**src/rtl/mcc_pkg.sv**
```systemverilog
// Shared constants, state encodings and carrier structs of the conversion control block.
package mcc_pkg;

	////////////////////////////////////////////////////////////////////////////////
	// Clocking and conversion times.
	////////////////////////////////////////////////////////////////////////////////

	localparam int unsigned CLK_MHZ    = 125;                // Core clock rate in MHz.
	// Conversion times in microseconds, indexed by the three-bit time code.
	localparam int unsigned CT_US [8]  = '{140, 204, 332, 588, 1100, 2116, 4156, 8244};
	// Cycle counts derived from the times; the times are whole microseconds, so exact.
	localparam int unsigned CT_CYC_DEF [8] = '{
		CT_US[0] * CLK_MHZ, CT_US[1] * CLK_MHZ, CT_US[2] * CLK_MHZ, CT_US[3] * CLK_MHZ,
		CT_US[4] * CLK_MHZ, CT_US[5] * CLK_MHZ, CT_US[6] * CLK_MHZ, CT_US[7] * CLK_MHZ};
	localparam int          TMR_W      = 20;                 // Holds the longest count.

	////////////////////////////////////////////////////////////////////////////////
	// Averaging.
	////////////////////////////////////////////////////////////////////////////////

	localparam int unsigned AVG_COUNT [8] = '{1, 4, 16, 64, 128, 256, 512, 1024};
	localparam int unsigned AVG_SHIFT [8] = '{0, 2, 4, 6, 7, 8, 9, 10}; // log2 of count.
	localparam int          AVG_CNT_W  = 11;                 // Holds a count of 1024.
	localparam int          SAMPLE_W   = 13;                 // Signed sample width.
	localparam int          ACC_W      = 23;                 // Sample plus 10 growth bits.
	localparam int          PAD_W      = 3;                  // Zero bits below a result.

	////////////////////////////////////////////////////////////////////////////////
	// Register offsets, field positions and reset values.
	////////////////////////////////////////////////////////////////////////////////

	localparam logic [7:0]  ADDR_CFG        = 8'h00;         // Configuration.
	localparam logic [7:0]  ADDR_RES_FIRST  = 8'h01;         // Channel 1 shunt result.
	localparam logic [7:0]  ADDR_RES_LAST   = 8'h04;         // Channel 2 bus result.
	localparam int          CFG_RST_POS     = 15;            // Self-clearing reset bit.
	localparam int          CFG_CHANNEL_ENABLE_BITS_POS    = 12;            // Channel enables, ch3 lowest.
	localparam int          CFG_AVG_POS     = 9;             // Averaging code.
	localparam int          CFG_BCT_POS     = 6;             // Bus time code.
	localparam int          CFG_SCT_POS     = 3;             // Shunt time code.
	localparam int          CFG_MODE_POS    = 0;             // Operating mode.
	localparam logic [14:0] CFG_RST_VAL     = 15'h7127;      // Stored bits after reset.
	localparam logic [15:0] RES_RST_VAL     = 16'h0000;      // Result registers after reset.
	localparam int          NUM_SLOTS       = 6;             // Three channels, two signals.
	localparam int          NUM_RES         = 4;             // Result registers kept.

	////////////////////////////////////////////////////////////////////////////////
	// Types.
	////////////////////////////////////////////////////////////////////////////////

	// Sequencer states.
	typedef enum logic [2:0] {
		FSM_IDLE  = 3'b000,
		FSM_CONV  = 3'b001,
		FSM_STORE = 3'b010,
		FSM_HALT  = 3'b011,
		FSM_HOLD  = 3'b100
	} mcc_fsm_t;

	// Register access request from the serial bus engine.
	typedef struct packed {
		logic        wr;      // One-cycle write strobe.
		logic        rd;      // One-cycle read strobe.
		logic [7:0]  addr;    // Register pointer.
		logic [15:0] wdata;   // Write data.
		logic        busy;    // Level: bus transaction still open.
	} mcc_reg_req_t;

	// Whole state of the top module.
	typedef struct packed {
		mcc_fsm_t                   fsm;
		logic [14:0]                cfg;
		logic [NUM_RES-1:0][15:0]   res;
		logic [2:0]                 slot;
		logic [AVG_CNT_W-1:0]       n_left;
		logic [SAMPLE_W-1:0]        adc_meta;
		logic [SAMPLE_W-1:0]        adc_sync;
		logic [15:0]                rdata;
	} mcc_regs_t;

	localparam mcc_regs_t REGS_RST = '{
		fsm: FSM_IDLE, cfg: CFG_RST_VAL, res: {NUM_RES{RES_RST_VAL}}, slot: 3'h0,
		n_left: 11'h001, adc_meta: 13'h0000, adc_sync: 13'h0000, rdata: 16'h0000};

endpackage : mcc_pkg
```
**src/rtl/mcc_avg_accum.sv**
```systemverilog
// Signed accumulator that averages a power-of-two number of samples.
`timescale 1ns/10ps
`default_nettype none
module mcc_avg_accum #(
	parameter int SW = 13,
	parameter int AW = 23
) (
	input  wire logic              core_clk_in,  // Core clock.
	input  wire logic              arst_n_in,    // Asynchronous reset, active low.
	input  wire logic              clr_in,       // Empty the sum; wins over add.
	input  wire logic              add_in,       // Add the sample this cycle.
	input  wire logic signed [SW-1:0] sample_in, // Signed sample.
	input  wire logic [3:0]        shift_in,     // log2 of the sample count.
	output logic [SW-1:0]          avg_out       // Sum divided by the count.
);

	////////////////////////////////////////////////////////////////////////////////
	// State.
	////////////////////////////////////////////////////////////////////////////////

	logic signed [AW-1:0] acc_ff;    // Running signed sum.
	logic signed [AW-1:0] nxt_acc;   // Next sum.
	logic signed [AW-1:0] shifted;   // Arithmetic shift of the sum.

	// Sign-extends each sample so negative readings average correctly.
	always_comb
	begin
		nxt_acc = acc_ff;
		if (clr_in)
			nxt_acc = '0;
		else if (add_in)
			nxt_acc = acc_ff + AW'(sample_in);
	end

	// Registers the sum.
	always_ff @(posedge core_clk_in or negedge arst_n_in)
	begin
		if (!arst_n_in)
			acc_ff <= '0;
		else
			acc_ff <= nxt_acc;
	end

	// Truncating divide; the average of in-range samples always fits the sample width.
	assign shifted = acc_ff >>> shift_in;
	assign avg_out = shifted[SW-1:0];

endmodule : mcc_avg_accum
`default_nettype wire

```
**src/rtl/mcc_conv_ctrl.sv**
```systemverilog
// Configuration register, conversion sequencer and result registers of the monitor.
//
// How it works
// - averaging code selects 1 to 1024 samples
// - bus time code selects conversion time
// - shunt time code uses same time table
// - mode 000 or 100 means power-down
// - low mode bits pick signals, top continuous
// - reset mode is continuous shunt and bus
// - only enabled channels are measured
// - reading configuration changes nothing
// - config write halts, then restarts conversion
// - result registers one to four, zero after reset
// - shunt result sign, twelve bits, zero pad
// - negative results two's complement, sign extended
// - bus results same format at 02h, 04h
// - bits 14 to 12 enable channels 1 to 3
// - reset bit restores everything, reads zero
`timescale 1ns/10ps
`default_nettype none
module mcc_conv_ctrl #(
	// Conversion time counts per code; shorten these in simulation.
	parameter int unsigned CT_CYC [8] = mcc_pkg::CT_CYC_DEF
) (
	input  wire logic                          core_clk_in,     // Core clock, 125 MHz.
	input  wire logic                          arst_n_in,       // Power-on reset, low.
	input  wire mcc_pkg::mcc_reg_req_t         reg_req_in,      // Register access.
	input  wire logic [mcc_pkg::SAMPLE_W-1:0]  adc_data_in,     // Converter output.
	output logic [15:0]                        reg_rdata_out,   // Read data.
	output logic                               conv_active_out, // Converter running.
	output logic [1:0]                         conv_ch_out,     // Channel 0..2 in use.
	output logic                               conv_bus_out,    // 1 bus, 0 shunt.
	output logic                               conv_sample_out, // Take sample now.
	output logic                               powered_down_out,// Mode is power-down.
	output logic [mcc_pkg::AVG_CNT_W-1:0]      avg_count_out    // Decoded count.
);

	////////////////////////////////////////////////////////////////////////////////
	// Declarations.
	////////////////////////////////////////////////////////////////////////////////

	mcc_pkg::mcc_regs_t                st_ff;       // All registered state.
	mcc_pkg::mcc_regs_t                nxt_st;      // Its next value.
	logic                              tmr_start;   // Start a conversion.
	logic                              tmr_abort;   // Kill a conversion.
	logic                              tmr_done;    // Conversion finished.
	logic [mcc_pkg::TMR_W-1:0]         tmr_load;    // Cycles for the one being started.
	logic                              acc_clr;     // Empty the averager.
	logic                              acc_add;     // Feed the averager.
	logic [mcc_pkg::SAMPLE_W-1:0]      acc_avg;     // Averaged value.
	logic [3:0]                        acc_shift;   // Divide as a shift.
	logic [2:0]                        avg_sel;     // Averaging code.
	logic [2:0]                        mode_sel;    // Operating mode code.
	logic                              go;          // Begin a slot this cycle.
	logic [2:0]                        go_slot;     // Which slot to begin.
	logic [3:0]                        found;       // Search result, found flag on top.
	logic                              cfg_wr;      // Write to configuration.

	////////////////////////////////////////////////////////////////////////////////
	// Helpers.
	////////////////////////////////////////////////////////////////////////////////

	// A slot is channel (upper two bits) and signal (low bit, 1 is bus).
	// Returns the first active slot at or after from, with a found flag on top.
	function automatic logic [3:0] find_slot(input logic [2:0] from, input logic [14:0] cfg);
		logic [3:0] r;
		logic [1:0] ch;
		logic       sig_on;
		logic       ch_on;
		r = 4'h0;
		for (int i = 0; i < mcc_pkg::NUM_SLOTS; i++)
		begin
			ch = 2'(i >> 1);
			// Channel 1 sits on the highest enable bit.
			ch_on  = cfg[mcc_pkg::CFG_CHANNEL_ENABLE_BITS_POS + 2 - int'(ch)];
			// Mode bit 0 picks shunt, bit 1 picks bus; neither means nothing to do.
			sig_on = (i % 2 == 1) ? cfg[mcc_pkg::CFG_MODE_POS + 1]
			                      : cfg[mcc_pkg::CFG_MODE_POS];
			if (!r[3] && (i >= int'(from)) && ch_on && sig_on)
				r = {1'b1, 3'(i)};
		end
		return r;
	endfunction : find_slot

	assign avg_sel  = st_ff.cfg[mcc_pkg::CFG_AVG_POS +: 3];
	assign mode_sel = st_ff.cfg[mcc_pkg::CFG_MODE_POS +: 3];
	assign cfg_wr   = reg_req_in.wr && (reg_req_in.addr == mcc_pkg::ADDR_CFG);

	// The decoded count and its shift come from the same code.
	assign acc_shift = 4'(mcc_pkg::AVG_SHIFT[avg_sel]);

	////////////////////////////////////////////////////////////////////////////////
	// Sub-blocks.
	////////////////////////////////////////////////////////////////////////////////

	// Times each conversion from the selected time code.
	mcc_conv_timer #(
		.W          (mcc_pkg::TMR_W)
	) u_timer (
		.core_clk_in(core_clk_in),
		.arst_n_in  (arst_n_in),
		.start_in   (tmr_start),
		.abort_in   (tmr_abort),
		.load_in    (tmr_load),
		.busy_out   (),
		.done_out   (tmr_done)
	);

	// Averages the samples of one slot.
	mcc_avg_accum #(
		.SW         (mcc_pkg::SAMPLE_W),
		.AW         (mcc_pkg::ACC_W)
	) u_avg (
		.core_clk_in(core_clk_in),
		.arst_n_in  (arst_n_in),
		.clr_in     (acc_clr),
		.add_in     (acc_add),
		.sample_in  (st_ff.adc_sync),
		.shift_in   (acc_shift),
		.avg_out    (acc_avg)
	);

	////////////////////////////////////////////////////////////////////////////////
	// Sequencer and register file.
	////////////////////////////////////////////////////////////////////////////////

	// Walks the active slots, averaging each, and serves register access.
	always_comb
	begin
		nxt_st    = st_ff;
		tmr_start = 1'b0;
		tmr_abort = 1'b0;
		acc_clr   = 1'b0;
		acc_add   = 1'b0;
		go        = 1'b0;
		go_slot   = 3'h0;
		found     = 4'h0;

		// The converter output is asynchronous to this clock: two stages first.
		nxt_st.adc_meta = adc_data_in;
		nxt_st.adc_sync = st_ff.adc_meta;

		// Reads only load the read-data register, never settings or conversions.
		if (reg_req_in.rd)
		begin
			if (reg_req_in.addr == mcc_pkg::ADDR_CFG)
				nxt_st.rdata = {1'b0, st_ff.cfg};
			else if ((reg_req_in.addr >= mcc_pkg::ADDR_RES_FIRST) &&
			         (reg_req_in.addr <= mcc_pkg::ADDR_RES_LAST))
				nxt_st.rdata = st_ff.res[2'(reg_req_in.addr - mcc_pkg::ADDR_RES_FIRST)];
			else
				nxt_st.rdata = 16'h0000;
		end

		case (st_ff.fsm)
			mcc_pkg::FSM_IDLE:
			begin
				// Power-down codes enable no signal, so nothing is found.
				found = find_slot(3'h0, st_ff.cfg);
				go      = found[3];
				go_slot = found[2:0];
			end
			mcc_pkg::FSM_CONV:
			begin
				if (tmr_done)
				begin
					acc_add = 1'b1;
					if (st_ff.n_left == mcc_pkg::AVG_CNT_W'(1))
					begin
						nxt_st.fsm = mcc_pkg::FSM_STORE;
					end
					else
					begin
						// Another sample of the same slot.
						nxt_st.n_left = st_ff.n_left - mcc_pkg::AVG_CNT_W'(1);
						tmr_start     = 1'b1;
					end
				end
			end
			mcc_pkg::FSM_STORE:
			begin
				// Signed average on bits 15..3, zeros below; channel 3 is not kept.
				if (int'(st_ff.slot) < mcc_pkg::NUM_RES)
					nxt_st.res[st_ff.slot[1:0]] =
						{acc_avg, {mcc_pkg::PAD_W{1'b0}}};
				acc_clr = 1'b1;
				found = find_slot(st_ff.slot + 3'h1, st_ff.cfg);
				if (found[3])
				begin
					go      = 1'b1;
					go_slot = found[2:0];
				end
				else if (mode_sel[2])
				begin
					nxt_st.fsm = mcc_pkg::FSM_IDLE;
				end
				else
				begin
					nxt_st.fsm = mcc_pkg::FSM_HOLD;
				end
			end
			mcc_pkg::FSM_HALT:
			begin
				// Nothing converts until the bus transaction has closed.
				if (!reg_req_in.busy)
					nxt_st.fsm = mcc_pkg::FSM_IDLE;
			end
			mcc_pkg::FSM_HOLD:
			begin
				// A triggered pass is over; only a configuration write leaves.
				nxt_st.fsm = mcc_pkg::FSM_HOLD;
			end
			default:
			begin
				nxt_st.fsm = mcc_pkg::FSM_IDLE;
			end
		endcase

		// Starts the first sample of a slot with a fresh count.
		if (go)
		begin
			nxt_st.fsm    = mcc_pkg::FSM_CONV;
			nxt_st.slot   = go_slot;
			nxt_st.n_left = mcc_pkg::AVG_CNT_W'(mcc_pkg::AVG_COUNT[avg_sel]);
			tmr_start     = 1'b1;
		end

		// A configuration write throws away the running pass, whatever state.
		if (cfg_wr)
		begin
			tmr_abort  = 1'b1;
			acc_clr    = 1'b1;
			tmr_start  = 1'b0;
			nxt_st.cfg = reg_req_in.wdata[14:0];
			nxt_st.fsm = mcc_pkg::FSM_HALT;
			if (reg_req_in.wdata[mcc_pkg::CFG_RST_POS])
			begin
				// Same as power-on; the reset bit itself is never stored.
				nxt_st = mcc_pkg::REGS_RST;
			end
		end
	end

	// Time code of the slot being started; bus and shunt share one table.
	always_comb
	begin
		if (nxt_st.slot[0])
			tmr_load = mcc_pkg::TMR_W'(CT_CYC[st_ff.cfg[mcc_pkg::CFG_BCT_POS +: 3]]);
		else
			tmr_load = mcc_pkg::TMR_W'(CT_CYC[st_ff.cfg[mcc_pkg::CFG_SCT_POS +: 3]]);
	end

	// Registers the whole state; reset gives continuous mode and zero results.
	always_ff @(posedge core_clk_in or negedge arst_n_in)
	begin
		if (!arst_n_in)
			st_ff <= mcc_pkg::REGS_RST;
		else
			st_ff <= nxt_st;
	end

	////////////////////////////////////////////////////////////////////////////////
	// Outputs.
	////////////////////////////////////////////////////////////////////////////////

	assign reg_rdata_out    = st_ff.rdata;
	assign conv_active_out  = (st_ff.fsm == mcc_pkg::FSM_CONV);
	assign conv_ch_out      = st_ff.slot[2:1];
	assign conv_bus_out     = st_ff.slot[0];
	assign conv_sample_out  = tmr_done;
	assign powered_down_out = (mode_sel[1:0] == 2'b00);
	assign avg_count_out    = mcc_pkg::AVG_CNT_W'(mcc_pkg::AVG_COUNT[avg_sel]);

endmodule : mcc_conv_ctrl
`default_nettype wire

```
**src/rtl/mcc_conv_timer.sv**
```systemverilog
// Down-counter that times one conversion and pulses when it ends.
`timescale 1ns/10ps
`default_nettype none
module mcc_conv_timer #(
	parameter int W = 20
) (
	input  wire logic         core_clk_in,  // Core clock.
	input  wire logic         arst_n_in,    // Asynchronous reset, active low.
	input  wire logic         start_in,     // Load the count and run.
	input  wire logic         abort_in,     // Stop at once; wins over start.
	input  wire logic [W-1:0] load_in,      // Cycles to run, at least one.
	output logic              busy_out,     // High while counting.
	output logic              done_out      // One-cycle pulse in the last cycle.
);

	////////////////////////////////////////////////////////////////////////////////
	// State: run flag on top of the remaining count.
	////////////////////////////////////////////////////////////////////////////////

	logic [W:0] st_ff;     // Registered run flag and count.
	logic [W:0] nxt_st;    // Next value.

	// Counts down; the pulse falls in the cycle where one cycle remains.
	always_comb
	begin
		nxt_st = st_ff;
		if (abort_in)
		begin
			nxt_st = '0;
		end
		else if (start_in)
		begin
			nxt_st = {1'b1, load_in};
		end
		else if (st_ff[W])
		begin
			// The last cycle drops the run flag together with the count.
			nxt_st = (st_ff[W-1:0] == W'(1)) ? '0 : {1'b1, st_ff[W-1:0] - W'(1)};
		end
	end

	// Registers the state.
	always_ff @(posedge core_clk_in or negedge arst_n_in)
	begin
		if (!arst_n_in)
			st_ff <= '0;
		else
			st_ff <= nxt_st;
	end

	assign busy_out = st_ff[W];
	assign done_out = st_ff[W] && (st_ff[W-1:0] == W'(1)) && !abort_in;

endmodule : mcc_conv_timer
`default_nettype wire

```
**config.mk**
```make
export PLATFORM = sky130hd
export DESIGN_NAME = mcc_conv_ctrl
export DESIGN_NICKNAME = d
export VERILOG_FILES = /design/src/rtl/mcc_pkg.sv /design/src/rtl/mcc_avg_accum.sv /design/src/rtl/mcc_conv_ctrl.sv /design/src/rtl/mcc_conv_timer.sv
export SDC_FILE = /design/constraint.sdc
export NUM_CORES = 1
export LEC_CHECK = 0
export BUFFER_PORTS_ARGS = -buffer_cell sky130_fd_sc_hd__buf_2
export CORE_AREA = 2 2 145 147
export CTS_BUF_LIST = sky130_fd_sc_hd__clkbuf_16
export DETAILED_ROUTE_END_ITERATION = 12
export DIE_AREA = 0 0 147 149
export GPL_TIMING_DRIVEN = 1
export PLACE_DENSITY = 0.76
export SLEW_MARGIN = 20
export SYNTH_ARGS = -nofsm -noshare
export SYNTH_HDL_FRONTEND = slang
export SYNTH_SLANG_ARGS = --single-unit
```
**constraint.sdc**
```tcl
create_clock -name core_clk_in -period 9.15 [get_ports core_clk_in]
set_input_delay 1.83 -clock core_clk_in [delete_from_list [all_inputs] [get_ports core_clk_in]]
set_output_delay 1.83 -clock core_clk_in [all_outputs]
set_load 0.1 [all_outputs]
```
Yosys cells after proc, flatten, opt, wreduce, memory -nomap -nowiden
Memory sizes are Yosys's and may differ from the RTL's.
Cells that the tools add are included.
{"block": "classes", "n_addsub": 5, "mul": 0, "div_mod_pow": 0, "magnitude_cmp": 15, "n_eq_ne": 11, "shift": 1, "muxes": 75, "bitwise_logic": 3, "reduce_logical": 50}
{"operator": "138-bit 2-to-1 mux", "n": 1}
{"operator": "137-bit 2-to-1 mux", "n": 1}
{"operator": "64-bit 2-to-1 mux", "n": 2}
{"operator": "20-bit 2-to-1 mux", "n": 5}
{"operator": "4-bit 2-to-1 mux", "n": 25}
{"operator": "21-bit 2-to-1 mux", "n": 4}
{"operator": "16-bit 2-to-1 mux", "n": 5}
{"operator": "64-bit bitwise mux", "n": 1}
{"operator": "11-bit 2-to-1 mux", "n": 5}
{"operator": "23-bit 2-to-1 mux", "n": 2}
{"operator": "1-bit logical AND", "n": 33}
{"operator": "16-bit binary-select mux with 2-bit select", "n": 1}
{"operator": "16-bit demux with 2-bit select", "n": 1}
{"operator": "23-bit by 13-bit adder with 23-bit output", "n": 1}
{"operator": "23-bit by 4-bit >>> shifter with 13-bit output", "n": 1}
{"operator": "3-bit 2-to-1 mux", "n": 7}
{"operator": "20-bit by 1-bit == test with 1-bit output (second input constant)", "n": 1}
{"operator": "20-bit by 1-bit subtractor with 20-bit output (second input constant)", "n": 1}
{"operator": "3-bit case mux with 5 select lines", "n": 1}
{"operator": "14-bit 2-to-1 mux", "n": 1}
{"operator": "4-bit >= comparator (second input constant)", "n": 3}
{"operator": "3-bit inverter with 4-bit output", "n": 3}
{"operator": "11-bit by 1-bit == test with 1-bit output (second input constant)", "n": 1}
{"operator": "1-bit logical NOT", "n": 11}
{"operator": "26 further kinds", "n": 43}
{"block": "word_totals", "ff_bits": 182, "latch_bits": 0, "mem_bits_rw": 0, "romBits": 1024, "inputBits": 42, "out_inout_bits": 33, "word_cells": 178, "memories": 4}
{"name": "(no name shown)", "words": 8, "word_bits": 32, "rd": 1, "rd_ports_with_merged_regs": 0, "wr": 0, "line_no": "mcc_conv_ctrl.sv:272", "rtl": "assign avg_count_out = mcc_pkg::AVG_CNT_W'(mcc_pkg::AVG_COUNT[avg_sel]);"}
{"name": "(no name shown)", "words": 8, "word_bits": 32, "rd": 1, "rd_ports_with_merged_regs": 0, "wr": 0, "line_no": "mcc_conv_ctrl.sv:250", "rtl": "tmr_load = mcc_pkg::TMR_W'(CT_CYC[st_ff.cfg[mcc_pkg::CFG_SCT_POS +: 3]]);"}
{"name": "(no name shown)", "words": 8, "word_bits": 32, "rd": 1, "rd_ports_with_merged_regs": 0, "wr": 0, "line_no": "mcc_conv_ctrl.sv:248", "rtl": "tmr_load = mcc_pkg::TMR_W'(CT_CYC[st_ff.cfg[mcc_pkg::CFG_BCT_POS +: 3]]);"}
{"name": "(no name shown)", "words": 8, "word_bits": 32, "rd": 1, "rd_ports_with_merged_regs": 0, "wr": 0, "line_no": "mcc_conv_ctrl.sv:90", "rtl": "assign acc_shift = 4'(mcc_pkg::AVG_SHIFT[avg_sel]);"}

Longest topological paths before layout
{"block": "depth", "ltp_word": 44, "ltp_mapped": 14}

By module
From an unflattened synthesis, not the netlist that was laid out.
{"block": "hier_totals", "cells_unflattened": 1240, "area_unflattened_um2": 11656.2}
{"mod": "mcc_conv_ctrl", "n_inst": 1, "cells_each": 745, "area_each_um2": 7297.0, "seq_area_each_um2": 3464.6}
{"mod": "mcc_avg_accum", "n_inst": 1, "cells_each": 326, "area_each_um2": 2854.0, "seq_area_each_um2": 575.6}
{"mod": "mcc_conv_timer", "n_inst": 1, "cells_each": 169, "area_each_um2": 1505.2, "seq_area_each_um2": 525.5}

Least setup slack after synthesis
OpenSTA, ideal clock, no wires.
{"block": "synth_timing", "path_type": "input -> output", "startpoint": "in reg_req_in[17] in the netlist's numbering", "endpoint": "out conv_sample_out", "arrival_ns": 4.216, "setup_slack_ns": 3.104, "stages": 7, "cell_sequence": "clkbuf_1 buf_1 inv_1 ha_1 nor4b_4 nand2_2 and3_1"}
{"block": "synth_between", "elab_chain_len": 5}
{"element": "start, declared", "line_no": "mcc_conv_ctrl.sv:27", "rtl": "input wire mcc_pkg::mcc_reg_req_t reg_req_in,"}
{"element": "8-bit logical NOT", "line_no": "mcc_conv_ctrl.sv:87", "rtl": "assign cfg_wr = reg_req_in.wr && (reg_req_in.addr == mcc_pkg::ADDR_CFG);"}
{"element": "1-bit logical AND", "line_no": "mcc_conv_ctrl.sv:87"}
{"element": "1-bit 2-to-1 mux", "line_no": "mcc_conv_ctrl.sv:229", "rtl": "if (cfg_wr)"}
{"element": "1-bit logical NOT", "line_no": "mcc_conv_timer.sv:52", "rtl": "assign done_out = st_ff[W] && (st_ff[W-1:0] == W'(1)) && !abort_in;"}
{"element": "1-bit logical AND", "line_no": "mcc_conv_timer.sv:52"}
{"element": "end, declared", "line_no": "mcc_conv_ctrl.sv:33", "rtl": "output logic conv_sample_out,"}
Every way passes these cells.

Final worst setup path
Ends and elaborated chain as after synthesis.

==> report_table.html <==
<table>
<tr><th>Metric</th><th>Value</th></tr>
<tr><th colspan="2">Run status</th></tr>
<tr><td>Status</td><td>finished clean</td></tr>
<tr><th colspan="2">Logic synthesis</th></tr>
<tr><td>Synth Warn #</td><td>0</td></tr>
<tr><td>Count of flip-flops with a built-in enable after synthesis</td><td>0</td></tr>
<tr><td>Most area-hungry cell type in the Yosys netlist</td><td>sky130_fd_sc_hd__dfrtp_1</td></tr>
<tr><td>Top cell type's share of synthesized area</td><td>~39%</td></tr>
<tr><td>Top FF cell, synth</td><td>sky130_fd_sc_hd__dfrtp_1</td></tr>
<tr><td>Synth top area cells</td><td>sky130_fd_sc_hd__dfrtp_1 39%, sky130_fd_sc_hd__nand2_1 6.8%, sky130_fd_sc_hd__ha_1 5.5%, sky130_fd_sc_hd__a21oi_1 4.6%, sky130_fd_sc_hd__mux2i_1 4.5%</td></tr>
<tr><td>Synthesized area per cell</td><td>9.22 µm²</td></tr>
<tr><td>Gate Count Post-Synth</td><td>1,195</td></tr>
<tr><td>Mapped Area</td><td>0.0110 mm²</td></tr>
<tr><td>Register bit count reported by yosys</td><td>between 150 and 200</td></tr>
<tr><td>Asr flop ratio synth</td><td>between 90% and 100%</td></tr>
<tr><td>Part of the Yosys area used for sequential elements</td><td>41.5%</td></tr>
<tr><td>Distinct cell type count of the synthesized netlist</td><td>roughly 80</td></tr>
<tr><th colspan="2">STA</th></tr>
<tr><td>Final-report max-slew violation count</td><td>0</td></tr>
<tr><td>Setup repair after global routing missed its margin</td><td>no</td></tr>
<tr><td>Tightest slew margin relative to the limit</td><td>between 20% and 30%</td></tr>
<tr><td>Clock tree skew after final layout</td><td>about 0.021 ns</td></tr>
<tr><td>Final setup fails</td><td>0</td></tr>
<tr><td>Worst-Margin Slew</td><td>1.07 ns</td></tr>
<tr><td>Max frequency</td><td>roughly 0.17 GHz</td></tr>
<tr><td>Final clock period utilization by the worst path</td><td>around 64%</td></tr>
<tr><td>Final critical path time including I/O delays and setup</td><td>between 5 and 6 ns</td></tr>
<tr><td>Setup_tns</td><td>0 ns</td></tr>
<tr><td>Setup WS post-layout</td><td>between 3 and 4 ns</td></tr>
<tr><td>Number of hold-slack violations in the final timing report</td><td>0</td></tr>
<tr><td>Post-route worst hold slack</td><td>between 0.4 and 0.5 ns</td></tr>
<tr><th colspan="2">Critical path</th></tr>
<tr><td>Critical path depth in cells</td><td>8</td></tr>
<tr><td>CP startpoint kind</td><td>primary input</td></tr>
<tr><td>Crit path required time</td><td>approximately 7.3 ns</td></tr>
<tr><td>Worst R2R Path Depth</td><td>9</td></tr>
<tr><td>CP cell instances</td><td>buf_2 -&gt; inv_1 -&gt; ha_1 -&gt; nor4b_4 -&gt; buf_4 -&gt; nand2_2 -&gt; and3_1 -&gt; buf_2</td></tr>
<tr><td>Critical-path top delay cell</td><td>sky130_fd_sc_hd__buf_2</td></tr>
<tr><td>Worst endpoint data arrival time</td><td>4.05 ns</td></tr>
<tr><td>Category of the worst setup path capture point</td><td>output port</td></tr>
<tr><td>Worst reg2reg path startpoint</td><td>u_timer.st_ff[3]</td></tr>
<tr><td>CP Buf/Inv Count</td><td>4</td></tr>
<tr><td>CP top delay family</td><td>buffers and inverters</td></tr>
<tr><td>Type of the worst setup path</td><td>primary input to output port</td></tr>
<tr><td>Worst Path Max Fanout</td><td>19</td></tr>
<tr><td>Worst reg2reg path endpoint</td><td>u_timer.st_ff[3]</td></tr>
<tr><td>Most frequent cell on the critical path</td><td>sky130_fd_sc_hd__buf_2</td></tr>
<tr><td>Setup slack of the most critical reg-to-reg path</td><td>about 5.4 ns</td></tr>
<tr><td>Crit path largest cell delay</td><td>~0.47 ns</td></tr>
<tr><th colspan="2">Detailed routing</th></tr>
<tr><td>Post-detailed-route DRC marker count</td><td>0</td></tr>
<tr><td>Detailed Routing Iterations Pass 1</td><td>4</td></tr>
<tr><td>Count of vias placed by the detailed router</td><td>8,942</td></tr>
<tr><td>Via/cell ratio</td><td>~6.0</td></tr>
<tr><td>Met1 wire length</td><td>about 12,000 µm</td></tr>
<tr><td>Wire length on met2</td><td>~13,000 µm</td></tr>
<tr><td>Final wirelength</td><td>approximately 27,000 µm</td></tr>
<tr><td>Antenna violation net count after detailed routing</td><td>0</td></tr>
<tr><td>Highest metal layer used by the detailed router</td><td>met4</td></tr>
<tr><td>Sum of met3 wire segment lengths after detailed routing</td><td>about 1500 µm</td></tr>
<tr><td>Detail-routed net length per standard cell</td><td>roughly 18 µm</td></tr>
<tr><td>Number of violations reported at the end of detailed-routing iteration 0</td><td>slightly below 700</td></tr>
<tr><th colspan="2">Global route</th></tr>
<tr><td>Number of global-route vias before repair</td><td>around 8,600</td></tr>
<tr><td>Overall global routing resource usage</td><td>between 20% and 30%</td></tr>
<tr><td>Maximum number of pins on one net before global-route repair</td><td>105</td></tr>
<tr><td>Antenna violations before repair</td><td>0</td></tr>
<tr><td>Total overflow reported by the global router</td><td>0</td></tr>
<tr><td>First-pass GRT wire length</td><td>44,400 µm</td></tr>
<tr><th colspan="2">Hold path</th></tr>
<tr><td>Startpoint of the lowest-slack hold path</td><td>st_ff[32]</td></tr>
<tr><td>Cell depth of the worst min-delay path</td><td>1</td></tr>
<tr><td>Type of the most critical hold path</td><td>flip-flop to flip-flop</td></tr>
<tr><td>End of the worst hold path</td><td>st_ff[19]</td></tr>
<tr><th colspan="2">CTS</th></tr>
<tr><td>Library cell used as clock root buffer</td><td>sky130_fd_sc_hd__clkbuf_16</td></tr>
<tr><td>TritonCTS Buffers</td><td>17</td></tr>
<tr><td>Sink count of the clock tree</td><td>around 180</td></tr>
<tr><td>Post-CTS Hold Fix Bufs</td><td>0</td></tr>
<tr><td>Clock tree from TritonCTS</td><td>done</td></tr>
<tr><td>Number of H-tree levels</td><td>4</td></tr>
<tr><td>Clock-pin slew on the worst setup and hold paths</td><td>about 0.070 ns</td></tr>
<tr><td>Clk Latency, worst-skew pair</td><td>roughly 0.45 ns</td></tr>
<tr><td>Post-CTS Resized</td><td>0</td></tr>
<tr><td>Buffer depth of the longest clock path</td><td>2</td></tr>
<tr><td>Count of buffers added by post-CTS timing repair for setup</td><td>0</td></tr>
<tr><th colspan="2">Power</th></tr>
<tr><td>Power density over the cells</td><td>between 200 and 250 mW/mm²</td></tr>
<tr><td>Leak pwr</td><td>approximately 5.3 nW</td></tr>
<tr><td>Maximum VDD drop</td><td>approximately 0.14 mV</td></tr>
<tr><th colspan="2">Flow run</th></tr>
<tr><td>Max Cap Violations</td><td>0</td></tr>
<tr><th colspan="2">Floorplanning</th></tr>
<tr><td>Number of top-level pins</td><td>75</td></tr>
<tr><td>Area of the placeable core</td><td>between 0.02 and 0.025 mm²</td></tr>
<tr><td>Vertical die dimension</td><td>roughly 150 µm</td></tr>
<tr><td>Initial Util</td><td>approximately 54%</td></tr>
<tr><td>Die area</td><td>around 0.022 mm²</td></tr>
<tr><td>Placement row count</td><td>53</td></tr>
<tr><td>Die Span X</td><td>roughly 150 µm</td></tr>
<tr><th colspan="2">Placed design</th></tr>
<tr><td>Quantity of I/O buffers inserted on ports</td><td>71</td></tr>
<tr><td>Setup slack at placement</td><td>roughly 3.3 ns</td></tr>
<tr><td>Placed standard-cell area</td><td>about 0.011 mm²</td></tr>
<tr><td>HPWL after detailed placement</td><td>around 18,000 µm</td></tr>
<tr><td>Global placer's final weighted congestion</td><td>between 0.8 and 0.9</td></tr>
<tr><th colspan="2">Final layout</th></tr>
<tr><td>Layout cell share with drive strength beyond 1</td><td>between 10% and 20%</td></tr>
<tr><td>ANT cells</td><td>0</td></tr>
<tr><td>Net total in the final layout</td><td>approximately 1,300</td></tr>
<tr><td>Post-route design area</td><td>roughly 0.012 mm²</td></tr>
<tr><td>Area added between synthesis and finish</td><td>8.82%</td></tr>
</table>
per-layer routing:
metal  up-vias  GRT usage (%)
li1       4249              -
met1      4355           33.1
met2       283           42.6
met3        55           4.40
met4         0           8.70
met5         -              0
flip-flops by register name (all words and copies together), names as in the netlist:
| name | cells |
|---|---|
| st_ff | 113 |
| u_timer.st_ff | 21 |
| conv_ch_out | 2 |
| mode_sel | 3 |
| conv_bus_out | 1 |
| reg_rdata_out | 16 |
| u_avg.acc_ff | 23 |
| avg_sel | 3 |
how the worst max path moves through the flow:
stage                   startpoint         endpoint  slack [ns]
finish              reg_req_in[17]  conv_sample_out        3.27
global route        reg_req_in[17]  conv_sample_out        3.10
CTS                 reg_req_in[17]  conv_sample_out        3.25
detailed placement  reg_req_in[17]  conv_sample_out        3.26
global placement    reg_req_in[17]  conv_sample_out        3.31
floorplan           reg_req_in[17]  conv_sample_out        3.10
through the flow:
step / std cells / total power, mW / utilization, %
after floorplan: 1197 / 1.68 / -
after CTS: 1491 / 2.60 / 58.1
after global routing: 1492 / 2.73 / 58.3
after detailed placement: 1459 / 1.86 / 55.2
final: 1492 / 2.60 / 58.3
after global placement: 1459 / 1.83 / 55.2
placed cells by master (no fill, tap or decap), types with 5 or more instances in the layout:
cell,n
sky130_fd_sc_hd__a211oi_1,42
sky130_fd_sc_hd__a21o_1,11
sky130_fd_sc_hd__a21oi_1,101
sky130_fd_sc_hd__a22oi_1,16
sky130_fd_sc_hd__a31oi_1,9
sky130_fd_sc_hd__and2_1,20
sky130_fd_sc_hd__and3_1,16
sky130_fd_sc_hd__buf_2,70
sky130_fd_sc_hd__buf_4,6
sky130_fd_sc_hd__clkbuf_16,17
sky130_fd_sc_hd__clkinv_8,5
sky130_fd_sc_hd__dfrtp_1,173
sky130_fd_sc_hd__dfstp_2,9
sky130_fd_sc_hd__ha_1,48
sky130_fd_sc_hd__inv_1,28
sky130_fd_sc_hd__mux2i_1,50
sky130_fd_sc_hd__mux4_2,18
sky130_fd_sc_hd__nand2_1,199
sky130_fd_sc_hd__nand2b_1,6
sky130_fd_sc_hd__nand3_1,13
sky130_fd_sc_hd__nand3b_1,9
sky130_fd_sc_hd__nor2_1,72
sky130_fd_sc_hd__nor2b_1,37
sky130_fd_sc_hd__nor3_1,24
sky130_fd_sc_hd__nor4_1,7
sky130_fd_sc_hd__o211ai_1,12
sky130_fd_sc_hd__o21ai_0,74
sky130_fd_sc_hd__o311ai_0,6
sky130_fd_sc_hd__xnor2_1,16
sky130_fd_sc_hd__xor2_1,13
cells in the mapped netlist, types with 11 or more instances:
cell type,number
sky130_fd_sc_hd__a21o_1,11
sky130_fd_sc_hd__nand2_1,199
sky130_fd_sc_hd__inv_1,28
sky130_fd_sc_hd__and3_1,17
sky130_fd_sc_hd__mux4_2,18
sky130_fd_sc_hd__mux2i_1,50
sky130_fd_sc_hd__nor2b_1,37
sky130_fd_sc_hd__ha_1,48
sky130_fd_sc_hd__a21oi_1,101
sky130_fd_sc_hd__dfrtp_1,173
sky130_fd_sc_hd__and2_1,20
sky130_fd_sc_hd__a22oi_1,16
sky130_fd_sc_hd__buf_1,12
sky130_fd_sc_hd__nor3_1,25
sky130_fd_sc_hd__nor2_1,72
sky130_fd_sc_hd__xor2_1,13
sky130_fd_sc_hd__clkbuf_1,46
sky130_fd_sc_hd__buf_4,23
sky130_fd_sc_hd__o211ai_1,12
sky130_fd_sc_hd__o21ai_0,74
sky130_fd_sc_hd__a211oi_1,42
sky130_fd_sc_hd__nand3_1,13
sky130_fd_sc_hd__xnor2_1,16
report_power, final:
| group | total, mW | switching (mW) | internal (mW) |
|---|---|---|---|
| registers | 1.07 | 0.140 | 0.934 |
| logic | 0.783 | 0.508 | 0.275 |
| clock network | 0.742 | 0.371 | 0.371 |
logic make-up after synthesis:
logic type | after synthesis | share of synthesized area, %
AOI/OAI and AO/OA | 312 | 17.9
xor gates and xnor gates | 29 | 2.31
adders and majority gates | 49 | 5.64
buffers and inverters | 119 | 5.01
DFF | 182 | 41.5
muxes | 68 | 8.23
other | 1 | 0.0341
and+or+nand+nor | 435 | 19.4
final cells by class:
type	instances	area (µm²)
multi-input cells	896	5920
well taps	275	344
inverters	28	105
fillers	1776	8570
repair buffers	79	445
clock buffers	17	425
flip-flops and latches	182	4570
clock inverters	15	181
Power figures use the tool's default switching activity.
